<file path="src/flash_map.svh">
`ifndef FLASH_MAP_SVH
`define FLASH_MAP_SVH

// command codes
`define CMD_READ_ARRAY 8'hff
`define CMD_PROG_SETUP 8'h40
`define CMD_READ_STATUS 8'h70
`define CMD_CLEAR_STATUS 8'h50
`define CMD_ERASE_SETUP 8'h20
`define CMD_CONFIRM 8'hd0
`define CMD_SUSPEND 8'hb0
`define CMD_READ_ID 8'h90

// signature addresses
`define ID_MFG_ADDR 17'h00000
`define ID_DEV_ADDR 17'h00001

// status bit positions
`define ST_DONE_BIT 7
`define ST_ERASE_ERR_BIT 5
`define ST_PROG_ERR_BIT 4
`define ST_VPP_ERR_BIT 3

// timing in ns; cycle counts round up so minimums hold
`define T_CLK_NS 20
`define T_WP_NS 40
`define T_WC_NS 90
`define T_ACC_NS 90
`define T_DF_NS 30
`define T_PS_NS 480
`define CYC_UP(ns) (((ns) + `T_CLK_NS - 1) / `T_CLK_NS)
`define SETUP_CYC 8'h01
`define WP_CYC 8'(`CYC_UP(`T_WP_NS))
`define WC_CYC 8'(`CYC_UP(`T_WC_NS))
`define ACC_CYC 8'(`CYC_UP(`T_ACC_NS))
`define DF_CYC 8'(`CYC_UP(`T_DF_NS))
`define PS_CYC 8'(`CYC_UP(`T_PS_NS))
`define WHOLD_CYC 8'(`WC_CYC - `WP_CYC - `SETUP_CYC)

`define ADDR_W 17
`define DATA_W 8
`define ZERO_ADDR 17'h00000
`define ZERO_DATA 8'h00
`define CNT_ZERO 8'h00
`define CNT_ONE 8'h01

`endif

</file>
<file path="src/flash_pkg.sv">
`default_nettype none
package flash_pkg;

  typedef enum logic [3:0]
  {
    OP_READ,
    OP_STATUS,
    OP_CLEAR,
    OP_PROGRAM,
    OP_ERASE,
    OP_SUSPEND,
    OP_RESUME,
    OP_READ_ID,
    OP_SIG_HV,
    OP_RESET
  } op_e;

  typedef enum logic [3:0]
  {
    S_DOWN,
    S_PD_WAIT,
    S_IDLE,
    S_PRE,
    S_W1,
    S_W2,
    S_RD,
    S_POLL
  } host_state_e;

  typedef enum logic [1:0]
  {
    M_ARRAY,
    M_STATUS,
    M_ID
  } dev_mode_e;

  typedef enum logic [1:0]
  {
    PH_IDLE,
    PH_SETUP,
    PH_STROBE,
    PH_HOLD
  } cyc_phase_e;

  typedef struct packed {
    cyc_phase_e ph;
    logic [7:0] cnt;
    logic wr;
    logic ce_n;
    logic oe_n;
    logic we_n;
    logic dq_oe;
    logic [16:0] addr;
    logic [7:0] dq;
    logic [7:0] rdata;
    logic done;
  } cyc_state_s;

  typedef struct packed {
    host_state_e st;
    dev_mode_e mode;
    logic busy;
    logic [7:0] cmd1;
    logic [7:0] w2;
    logic has_w2;
    logic has_rd;
    logic poll;
    logic [16:0] op_addr;
    logic [16:0] rd_addr;
    logic pwr_n;
    logic hv;
    logic [7:0] cnt;
    logic res_valid;
    logic [7:0] res_data;
  } host_state_s;

endpackage : flash_pkg
`default_nettype wire

</file>
<file path="src/flash_cyc_if.sv">
`timescale 1ns/1ps
`default_nettype none
interface flash_cyc_if;
  logic req;
  logic wr;
  logic [16:0] addr;
  logic [7:0] wdata;
  logic [7:0] rdata;
  logic done;
  logic busy;

  modport master (output req, output wr, output addr, output wdata,
                  input rdata, input done, input busy);
  modport slave (input req, input wr, input addr, input wdata,
                 output rdata, output done, output busy);
endinterface : flash_cyc_if
`default_nettype wire

</file>
<file path="src/flash_bus_cycle.sv">
`timescale 1ns/1ps
`default_nettype none
`include "flash_map.svh"
module flash_bus_cycle
(
  // clock and reset
  input wire logic clk,
  input wire logic rst,
  input wire logic clk_en,
  // request side
  flash_cyc_if.slave cyc,
  // flash pins
  output logic flash_ce_n,
  output logic flash_oe_n,
  output logic flash_we_n,
  output logic [16:0] flash_addr,
  output logic [7:0] dq_o,
  output logic dq_oe,
  input wire logic [7:0] dq_i
);
  flash_pkg::cyc_state_s s_r;
  flash_pkg::cyc_state_s s_nxt;

  always_comb
  begin
    s_nxt = s_r;
    s_nxt.done = 1'b0;
    case (s_r.ph)
      flash_pkg::PH_IDLE:
        if (cyc.req)
        begin
          s_nxt.wr = cyc.wr;
          s_nxt.addr = cyc.addr;
          s_nxt.dq = cyc.wdata;
          s_nxt.ce_n = 1'b0;
          s_nxt.oe_n = cyc.wr;
          s_nxt.dq_oe = cyc.wr;
          s_nxt.cnt = cyc.wr ? `SETUP_CYC : `ACC_CYC;
          s_nxt.ph = flash_pkg::PH_SETUP;
        end
      flash_pkg::PH_SETUP:
        if (s_r.cnt > `CNT_ONE)
          s_nxt.cnt = s_r.cnt - `CNT_ONE;
        else if (s_r.wr)
        begin
          s_nxt.we_n = 1'b0;
          s_nxt.cnt = `WP_CYC;
          s_nxt.ph = flash_pkg::PH_STROBE;
        end
        else
        begin
          // access time has run out, data is stable
          s_nxt.rdata = dq_i;
          s_nxt.oe_n = 1'b1;
          s_nxt.ce_n = 1'b1;
          s_nxt.cnt = `DF_CYC;
          s_nxt.ph = flash_pkg::PH_HOLD;
        end
      flash_pkg::PH_STROBE:
        if (s_r.cnt > `CNT_ONE)
          s_nxt.cnt = s_r.cnt - `CNT_ONE;
        else
        begin
          // device latches address and data at this rising edge
          s_nxt.we_n = 1'b1;
          s_nxt.cnt = `WHOLD_CYC;
          s_nxt.ph = flash_pkg::PH_HOLD;
        end
      flash_pkg::PH_HOLD:
        if (s_r.cnt > `CNT_ONE)
          s_nxt.cnt = s_r.cnt - `CNT_ONE;
        else
        begin
          // after a read this wait lets the device float the bus
          s_nxt.ce_n = 1'b1;
          s_nxt.dq_oe = 1'b0;
          s_nxt.done = 1'b1;
          s_nxt.ph = flash_pkg::PH_IDLE;
        end
      default:
        s_nxt.ph = flash_pkg::PH_IDLE;
    endcase
  end

  always_ff @(posedge clk or posedge rst)
  begin
    if (rst)
    begin
      s_r <= '0;
      s_r.ph <= flash_pkg::PH_IDLE;
      s_r.ce_n <= 1'b1;
      s_r.oe_n <= 1'b1;
      s_r.we_n <= 1'b1;
    end
    else if (clk_en)
      s_r <= s_nxt;
  end

  assign cyc.rdata = s_r.rdata;
  assign cyc.done = s_r.done;
  assign cyc.busy = (s_r.ph != flash_pkg::PH_IDLE);
  assign flash_ce_n = s_r.ce_n;
  assign flash_oe_n = s_r.oe_n;
  assign flash_we_n = s_r.we_n;
  assign flash_addr = s_r.addr;
  assign dq_o = s_r.dq;
  assign dq_oe = s_r.dq_oe;
endmodule : flash_bus_cycle
`default_nettype wire

</file>
<file path="src/flash_host.sv">
`timescale 1ns/1ps
`default_nettype none
`include "flash_map.svh"
module flash_host
(
  // clock and reset
  input wire logic clk,
  input wire logic rst,
  input wire logic clk_en,
  // operation request
  input wire logic op_valid,
  output logic op_ready,
  input wire logic [3:0] op_code,
  input wire logic [16:0] op_addr,
  input wire logic [7:0] op_data,
  input wire logic pd_req,
  // operation result
  output logic res_valid,
  output logic [7:0] res_data,
  output logic res_fail,
  // flash pins
  output logic powerdown_reset_n,
  output logic signature_address_pin_hv,
  output logic flash_ce_n,
  output logic flash_oe_n,
  output logic flash_we_n,
  output logic [16:0] flash_addr,
  output logic [7:0] dq_o,
  output logic dq_oe,
  input wire logic [7:0] dq_i
);
  flash_pkg::host_state_s s_r;
  flash_pkg::host_state_s s_nxt;
  flash_cyc_if cyc ();
  logic issuing;

  flash_bus_cycle u_cycle
  (
    .clk (clk),
    .rst (rst),
    .clk_en (clk_en),
    .cyc (cyc),
    .flash_ce_n (flash_ce_n),
    .flash_oe_n (flash_oe_n),
    .flash_we_n (flash_we_n),
    .flash_addr (flash_addr),
    .dq_o (dq_o),
    .dq_oe (dq_oe),
    .dq_i (dq_i)
  );

  assign issuing = (s_r.st == flash_pkg::S_PRE) ||
                   (s_r.st == flash_pkg::S_W1) ||
                   (s_r.st == flash_pkg::S_W2) ||
                   (s_r.st == flash_pkg::S_RD) ||
                   (s_r.st == flash_pkg::S_POLL);

  // request for the cycle engine, taken while it is idle
  always_comb
  begin
    cyc.req = issuing && !s_r.busy && !cyc.busy;
    cyc.wr = 1'b1;
    cyc.addr = s_r.op_addr;
    cyc.wdata = s_r.cmd1;
    case (s_r.st)
      flash_pkg::S_PRE:
      begin
        cyc.addr = `ZERO_ADDR;
        cyc.wdata = `CMD_READ_ARRAY;
      end
      flash_pkg::S_W2:
        cyc.wdata = s_r.w2;
      flash_pkg::S_RD, flash_pkg::S_POLL:
      begin
        cyc.wr = 1'b0;
        cyc.addr = s_r.rd_addr;
      end
      default:
        cyc.wdata = s_r.cmd1;
    endcase
  end

  always_comb
  begin
    s_nxt = s_r;
    s_nxt.res_valid = 1'b0;
    if (cyc.req)
      s_nxt.busy = 1'b1;
    case (s_r.st)
      flash_pkg::S_DOWN:
        if (!pd_req)
        begin
          s_nxt.pwr_n = 1'b1;
          s_nxt.cnt = `PS_CYC;
          s_nxt.mode = flash_pkg::M_ARRAY;
          s_nxt.st = flash_pkg::S_PD_WAIT;
        end
      flash_pkg::S_PD_WAIT:
        // recovery before the first write strobe
        if (s_r.cnt > `CNT_ONE)
          s_nxt.cnt = s_r.cnt - `CNT_ONE;
        else
          s_nxt.st = flash_pkg::S_IDLE;
      flash_pkg::S_IDLE:
        if (pd_req)
        begin
          s_nxt.pwr_n = 1'b0;
          s_nxt.st = flash_pkg::S_DOWN;
        end
        else if (op_valid)
        begin
          s_nxt.op_addr = op_addr;
          s_nxt.rd_addr = op_addr;
          s_nxt.has_w2 = 1'b0;
          s_nxt.has_rd = 1'b0;
          s_nxt.poll = 1'b0;
          s_nxt.w2 = `CMD_CONFIRM;
          s_nxt.st = flash_pkg::S_W1;
          case (flash_pkg::op_e'(op_code))
            flash_pkg::OP_READ, flash_pkg::OP_SIG_HV:
            begin
              // array read needs array mode; avoid a needless write
              s_nxt.has_rd =
                (flash_pkg::op_e'(op_code) == flash_pkg::OP_SIG_HV);
              // keep high voltage off the pin during the FFH write
              s_nxt.hv = s_nxt.has_rd && (s_r.mode == flash_pkg::M_ARRAY);
              if (s_nxt.has_rd)
                s_nxt.rd_addr = op_addr[0] ? `ID_DEV_ADDR
                                           : `ID_MFG_ADDR;
              s_nxt.st = (s_r.mode == flash_pkg::M_ARRAY) ?
                         flash_pkg::S_RD : flash_pkg::S_PRE;
            end
            flash_pkg::OP_STATUS:
            begin
              s_nxt.cmd1 = `CMD_READ_STATUS;
              s_nxt.has_rd = 1'b1;
              s_nxt.mode = flash_pkg::M_STATUS;
            end
            flash_pkg::OP_CLEAR:
              s_nxt.cmd1 = `CMD_CLEAR_STATUS;
            flash_pkg::OP_PROGRAM:
            begin
              s_nxt.cmd1 = `CMD_PROG_SETUP;
              s_nxt.w2 = op_data;
              s_nxt.has_w2 = 1'b1;
              s_nxt.poll = 1'b1;
              s_nxt.mode = flash_pkg::M_STATUS;
            end
            flash_pkg::OP_ERASE:
            begin
              s_nxt.cmd1 = `CMD_ERASE_SETUP;
              s_nxt.has_w2 = 1'b1;
              s_nxt.poll = 1'b1;
              s_nxt.mode = flash_pkg::M_STATUS;
            end
            flash_pkg::OP_SUSPEND:
            begin
              s_nxt.cmd1 = `CMD_SUSPEND;
              s_nxt.poll = 1'b1;
              s_nxt.mode = flash_pkg::M_STATUS;
            end
            flash_pkg::OP_RESUME:
            begin
              s_nxt.cmd1 = `CMD_CONFIRM;
              s_nxt.mode = flash_pkg::M_STATUS;
            end
            flash_pkg::OP_READ_ID:
            begin
              s_nxt.cmd1 = `CMD_READ_ID;
              s_nxt.has_rd = 1'b1;
              s_nxt.rd_addr = op_addr[0] ? `ID_DEV_ADDR
                                         : `ID_MFG_ADDR;
              s_nxt.mode = flash_pkg::M_ID;
            end
            default:
            begin
              s_nxt.cmd1 = `CMD_READ_ARRAY;
              s_nxt.mode = flash_pkg::M_ARRAY;
            end
          endcase
        end
      default:
        if (cyc.done)
        begin
          s_nxt.busy = 1'b0;
          case (s_r.st)
            flash_pkg::S_PRE:
            begin
              s_nxt.hv = s_r.has_rd;
              s_nxt.mode = flash_pkg::M_ARRAY;
              s_nxt.st = flash_pkg::S_RD;
            end
            flash_pkg::S_W1, flash_pkg::S_W2:
              // one or two writes, then read, poll or finish
              if (s_r.st == flash_pkg::S_W1 && s_r.has_w2)
                s_nxt.st = flash_pkg::S_W2;
              else if (s_r.has_rd)
                s_nxt.st = flash_pkg::S_RD;
              else if (s_r.poll)
                s_nxt.st = flash_pkg::S_POLL;
              else
              begin
                s_nxt.res_valid = 1'b1;
                s_nxt.res_data = `ZERO_DATA;
                s_nxt.st = flash_pkg::S_IDLE;
              end
            flash_pkg::S_POLL:
              // no timeout: erase can run for many seconds
              if (cyc.rdata[`ST_DONE_BIT])
              begin
                s_nxt.res_valid = 1'b1;
                s_nxt.res_data = cyc.rdata;
                s_nxt.st = flash_pkg::S_IDLE;
              end
            default:
            begin
              s_nxt.res_valid = 1'b1;
              s_nxt.res_data = cyc.rdata;
              s_nxt.hv = 1'b0;
              s_nxt.st = flash_pkg::S_IDLE;
            end
          endcase
        end
    endcase
  end

  always_ff @(posedge clk or posedge rst)
  begin
    if (rst)
    begin
      s_r <= '0;
      s_r.st <= flash_pkg::S_DOWN;
      s_r.mode <= flash_pkg::M_ARRAY;
    end
    else if (clk_en)
      s_r <= s_nxt;
  end

  assign op_ready = (s_r.st == flash_pkg::S_IDLE) && !pd_req;
  assign res_valid = s_r.res_valid;
  assign res_data = s_r.res_data;
  assign res_fail = s_r.res_valid && s_r.poll &&
                    (s_r.res_data[`ST_ERASE_ERR_BIT] ||
                     s_r.res_data[`ST_PROG_ERR_BIT] ||
                     s_r.res_data[`ST_VPP_ERR_BIT]);
  assign powerdown_reset_n = s_r.pwr_n;
  assign signature_address_pin_hv = s_r.hv;
endmodule : flash_host
`default_nettype wire

</file>
<file path="config.mk">
export PLATFORM = sky130hd
export DESIGN_NAME = flash_host
export DESIGN_NICKNAME = d
export VERILOG_FILES = /design/src/flash_pkg.sv /design/src/flash_cyc_if.sv /design/src/flash_bus_cycle.sv /design/src/flash_host.sv
export VERILOG_INCLUDE_DIRS = /design/src
export SDC_FILE = /design/constraint.sdc
export NUM_CORES = 1
export LEC_CHECK = 0
export BUFFER_PORTS_ARGS = -buffer_cell sky130_fd_sc_hd__buf_2
export CAP_MARGIN = 20
export CORE_MARGIN = 2
export CORE_UTILIZATION = 55
export CTS_CLUSTER_DIAMETER = 60
export DETAILED_ROUTE_END_ITERATION = 8
export PLACE_DENSITY_LB_ADDON = 0.3
export SYNTH_ARGS = -nofsm -noshare
export SYNTH_HDL_FRONTEND = slang
export SYNTH_HIERARCHICAL = 1
export SYNTH_SLANG_ARGS = --single-unit
</file>
<file path="constraint.sdc">
create_clock -name clk -period 3.7 [get_ports clk]
set_input_delay 0.555 -clock clk [delete_from_list [all_inputs] [get_ports clk]]
set_output_delay 0.555 -clock clk [all_outputs]
set_load 0.05 [all_outputs]
</file>
### Word level (Yosys, flattened, before mapping)

Index checks and enable logic that the tools add are counted.

* bits in registers: 128
* input bits: 42

* $add $sub $neg: 2
* equality and inequality tests: 40
* magnitude comparators: 2
* reduce and logical (&&, ||, !) cells: 58
* bitwise operators: 8
* multiplexer cells: 71

Operators with widths (number)
* case mux 17 bit (2 select lines): 2
* case mux 8 bit (8 select lines): 1
* two-way mux 9 bit: 7
* two-way mux 8 bit: 6
* case mux 10 bit (4 select lines): 1
* equality test 4 x 3 -> 1 bit (second input constant): 8
* case mux 8 bit (2 select lines): 2
* inequality test 2 bit (second input constant): 15
* case mux 9 bit (3 select lines): 1
* two-way mux 26 bit: 1
* case mux 4 bit (3 select lines): 2
* two-way mux 3 bit: 7
* AND reduction 4 bit: 5
* AND reduction 5 bit: 4
* two-way mux 1 bit: 17
* two-way mux 17 bit: 1
* equality test 4 x 2 -> 1 bit (second input constant): 4
* greater-than comparator 8 x 1 -> 1 bit (second input constant): 2
* AND reduction 8 bit: 2
* subtractor 8 x 1 -> 8 bit (second input constant): 2
* case mux 1 bit (2 select lines): 7
* nonzero test 2 bit: 7
* two-way mux 13 bit: 1
* two-way mux 2 bit: 6
* 26 further kinds: 70

### Logic depth before layout (Yosys ltp)

* word-level depth: 10
* depth in mapped cells: 11
* mapped depth without buffers: 9

### By module

The synthesis kept the hierarchy.

Modules (own cells, without submodules)
* flash_host: instances 1, area an instance 3768.6 sq um, cells each 413
* flash_bus_cycle: instances 1, area an instance 2507.4 sq um, cells each 221

### Worst setup path after synthesis

No wires, ideal clock.

* kind: reg-to-reg
* start: register u_cycle/s_r[47] (netlist name)
* end: register u_cycle/s_r[46] (netlist name)
* path buffers: 1
* data arrival time: 2.287 ns
* cell stages (with the launch flop): 11
* slack: 1.319 ns
* library setup time: 0.094 ns
* cell sequence: dfrtp_1 -> inv_1 -> ha_1 -> clkbuf_1 -> inv_1 -> nor3_1 -> nand2b_1 -> nand2_1 -> a2111oi_0 -> a21oi_1 -> a211oi_1

* cells in the longest elaborated chain, start to end: 5

RTL lines
* start: declaration: RTL line flash_bus_cycle.sv:21 `flash_pkg::cyc_state_s s_r;`
* start signal: assignment: RTL line flash_bus_cycle.sv:96 `s_r <= s_nxt;`
* nonzero test 2 bit: RTL line flash_bus_cycle.sv:101 `assign cyc.busy = (s_r.ph != flash_pkg::PH_IDLE);`
* net cyc.busy: RTL line flash_cyc_if.sv:10 `logic busy;`
* logical NOT 1 bit: RTL line flash_host.sv:61 `cyc.req = issuing && !s_r.busy && !cyc.busy;`
* logical AND 1 bit: RTL line flash_host.sv:61
* net cyc.req: RTL line flash_cyc_if.sv:4 `logic req;`
* inequality test 2 bit (no source line)
* AND reduction 3 bit (no source line)

The timed path passes the listed nets, and every way through them passes these cells.
A chain may end at the register's enable or synchronous reset.

### Final worst setup path

* start: register u_cycle/s_r[48] (netlist name)
* end: register u_cycle/s_r[46] (netlist name)

The elaborated chain is that of the path after synthesis.

==> results.md <==
- I/O pin cnt: 84
- Global route overflow: 0
- Vias in the first global route: 4780
- Ys Warns: 6
- Initial DRC Count: 324
- CP Class: register to register
- Total GRT Usage: 24.2%
- Die W: 111 µm
- Setup Viol. Count Final: 0
- Cell area after synthesis: 6280 µm²
- Ys flop type: dfrtp_1
- Area delta synth->final: 13.4%
- CORE AREA: 11300 µm²
- Clock Tree Buf Depth: 2
- CP required: 4.02 ns
- Detailed Route WL: 14000 µm
- Initial Util: 55.7%
- DRC: 0
- DRT Pass-1 Iters: 5
- Final setup margin: 0.770 ns
- CP Capture Type: register
- Post-Syn Nets: 685
- Clock Tree Root: clkbuf_16
- VDD IR-drop max: 0.451 mV
- Setup TNS: 0 ns
- RePlAce Congestion: 0.856
- Worst Reg2Reg Path Length in Cells: 9
- Min-Delay Path Class: input pin to asynchronous set/reset pin
- Height of the die: 111 µm
- Hold_buf cts: 0
- Worst Max-Slew Pin Slew: 0.922 ns
- Maxcap violations: 0
- Seq/Total Area, Yosys: 49.1%
- Total clock buffers created by CTS: 17
- Worst-Skew Late Latency: 0.42 ns
- Post-synth EDFFs: 0
- Die area: 12300 µm²
- Row cnt: 39
- FFs w/ async S/R, synth: 100%
- Clock period minus worst slack: 2.93 ns
- Run status: completed
- Rel. slew slack: 38.0%
- First-pass GRT wire length: 23800 µm
- Vias per cell: 5.76
- Syn Inst Count: 634
- Max Clock Skew: 0.00749 ns
- Initial antenna violation count: 0
- Share of layout cells above drive strength 1: 26.7%
- Critical Path Fanout Max: 15
- Power density over the cells: 866 nW/µm²
- Largest net degree at the start of global routing: 50
- Final core occ: 63.1%
- Post-CTS sizing: 0
- Post-synth cell types: 64
- Final Cycle Share: 79.2%
- Count of input and output buffers: 83
- RSZ-0062 raised after global routing: false
- Hpwl dp: 9390 µm
- Total power: 6160 µW
- Multi-input logic area: 2670 µm²
- Post-CTS setup buffers: 0
- Startpoint Class: register
- Fillers: 918
- Flops & latches, synth: 123
- Net count reported at finish: 723
- Syn Area/Cell: 9.90 µm²
- Routed wire per std cell: 16.9 µm
- Worst-path clk slew: 0.06 ns
- H-tree depth: 4
- Leak: 0.00347 µW
- Via count: 4767
- Post-DRT Antenna Nets: 0
- CTS tree: built
- Max-slew violations: 0
- Setup WS pre-CTS: 0.818 ns
- CTS sink count: 123
- Peak Freq: 341 MHz
- Register area: 3080 µm²
- Final Hold Viols: 0
- Antenna cells: 0
- Arrival time at the worst endpoint: 3.25 ns
[cell usage after synthesis, drive strengths merged, types with 4 or more instances]
master  count  share of area (%)
a21oi      25                2.0
nor2b       4               0.40
o31ai       5               0.60
xnor2       4               0.56
nand2     111                6.6
o22a        5               0.70
nand3b      4               0.48
nor3       17                1.6
dfrtp     120                 48
a22o       23                3.2
clkbuf     17                1.0
nor4        7                1.1
a31oi       9               0.90
inv        18                1.1
nand2b      8               0.80
nand3       4               0.32
or4         6               0.78
and3        4               0.40
nand4       5               0.60
mux2       39                7.1
nor2       37                2.2
buf        57                6.4
o21ai      45                3.6
o22ai       4               0.40
ha          9                1.8
[layer usage]
layer,share of wire [%],GRT usage (%),vias to the layer above
li1,-,-,2269
met5,0,0,-
met3,5.5,6.56,14
met1,45,33.2,2319
met2,48,38.8,165
met4,0.84,5.83,0
[cells by family (layout without fill, tap and decap cells)]
group | Yosys count | count (layout) | synth area share [%]
and+or+nand+nor | 220 | 220 | 16.9
AOI/OAI and AO/OA | 146 | 146 | 15.9
DFF | 123 | 123 | 49.1
buffers and inverters | 92 | 143 | 8.45
muxes | 40 | 40 | 7.28
adders and majority gates | 9 | 9 | 1.79
xor gates and xnor gates | 4 | 4 | 0.558
[registers in the layout (all words and copies together), names as in the netlist]
signal and cells:
u_cycle/flash_ce_n 1, res_valid 1, u_cycle/flash_we_n 1, u_cycle/cyc.rdata 8, res_data 8, u_cycle/flash_oe_n 1, s_r 63, signature_address_pin_hv 1
powerdown_reset_n 1, u_cycle/cyc.done 1, u_cycle/s_r 11, u_cycle/dq_oe 1, u_cycle/dq_o 8, u_cycle/flash_addr 17
[power breakdown]
group	total, µW	internal (µW)	switching, µW	leakage (µW)
clock network	1700	1080	621	0.000282
logic	2280	825	1450	0.00156
registers	2180	1790	385	0.00162
total	6160	3700	2460	0.00347
[stage by stage]
stage / hold slack [ns] / instances / cell area [µm²]
final: 0.0915 / 828 / 7110
after global routing: 0.107 / 828 / 7110
after CTS: 0.205 / 827 / 7090
after detailed placement: 0.463 / 795 / 6480
after global placement: 0.454 / 795 / 6480
after floorplan: 0.438 / 634 / 6280
[worst max-delay path, cell delays in order (launching register included)]
cell	delay [ns]
dfrtp_1	0.43
inv_1	0.11
ha_1	0.36
inv_1	0.16
nor3_1	0.30
nand2b_1	0.20
nand2_1	0.32
a2111oi_0	0.57
a21oi_1	0.14
a211oi_1	0.24
[cell type report]
class	instances	share of cell area (%)
tap	143	2.51
sequential	123	43.3
timing repair buffer	93	7.07
clock buffer	19	6.23
inverter	18	0.950
multi-input combinational	419	37.6
clock inverter	13	2.36
[path summary, 6_finish.rpt]
| kind | from | endpoint | slack (ns) |
|---|---|---|---|
| max | u_cycle/s_r[48] | u_cycle/s_r[46] | 0.77 |
| min | rst | u_cycle/s_r[45] | 0.09 |
| max reg2reg | u_cycle/s_r[48] | u_cycle/s_r[46] | 0.77 |
| min reg2reg | s_r[36] | s_r[36] | 0.47 |
| max in group asynchronous | rst | s_r[71] | 2.73 |
| min in group clk | op_addr[0] | s_r[36] | 0.34 |
[cells in the final DEF (no fill, tap or decap), types with 8 or more instances in the layout]
cell type,n
clkbuf_16,17
nand2_1,111
buf_2,83
nand2b_1,8
inv_1,16
a21oi_1,25
nor2_1,37
nor3_1,15
buf_4,9
a22o_1,23
o21ai_0,42
ha_1,9
a31oi_1,9
dfrtp_1,120
mux2_2,37
Power figures use the tool's default switching activity.
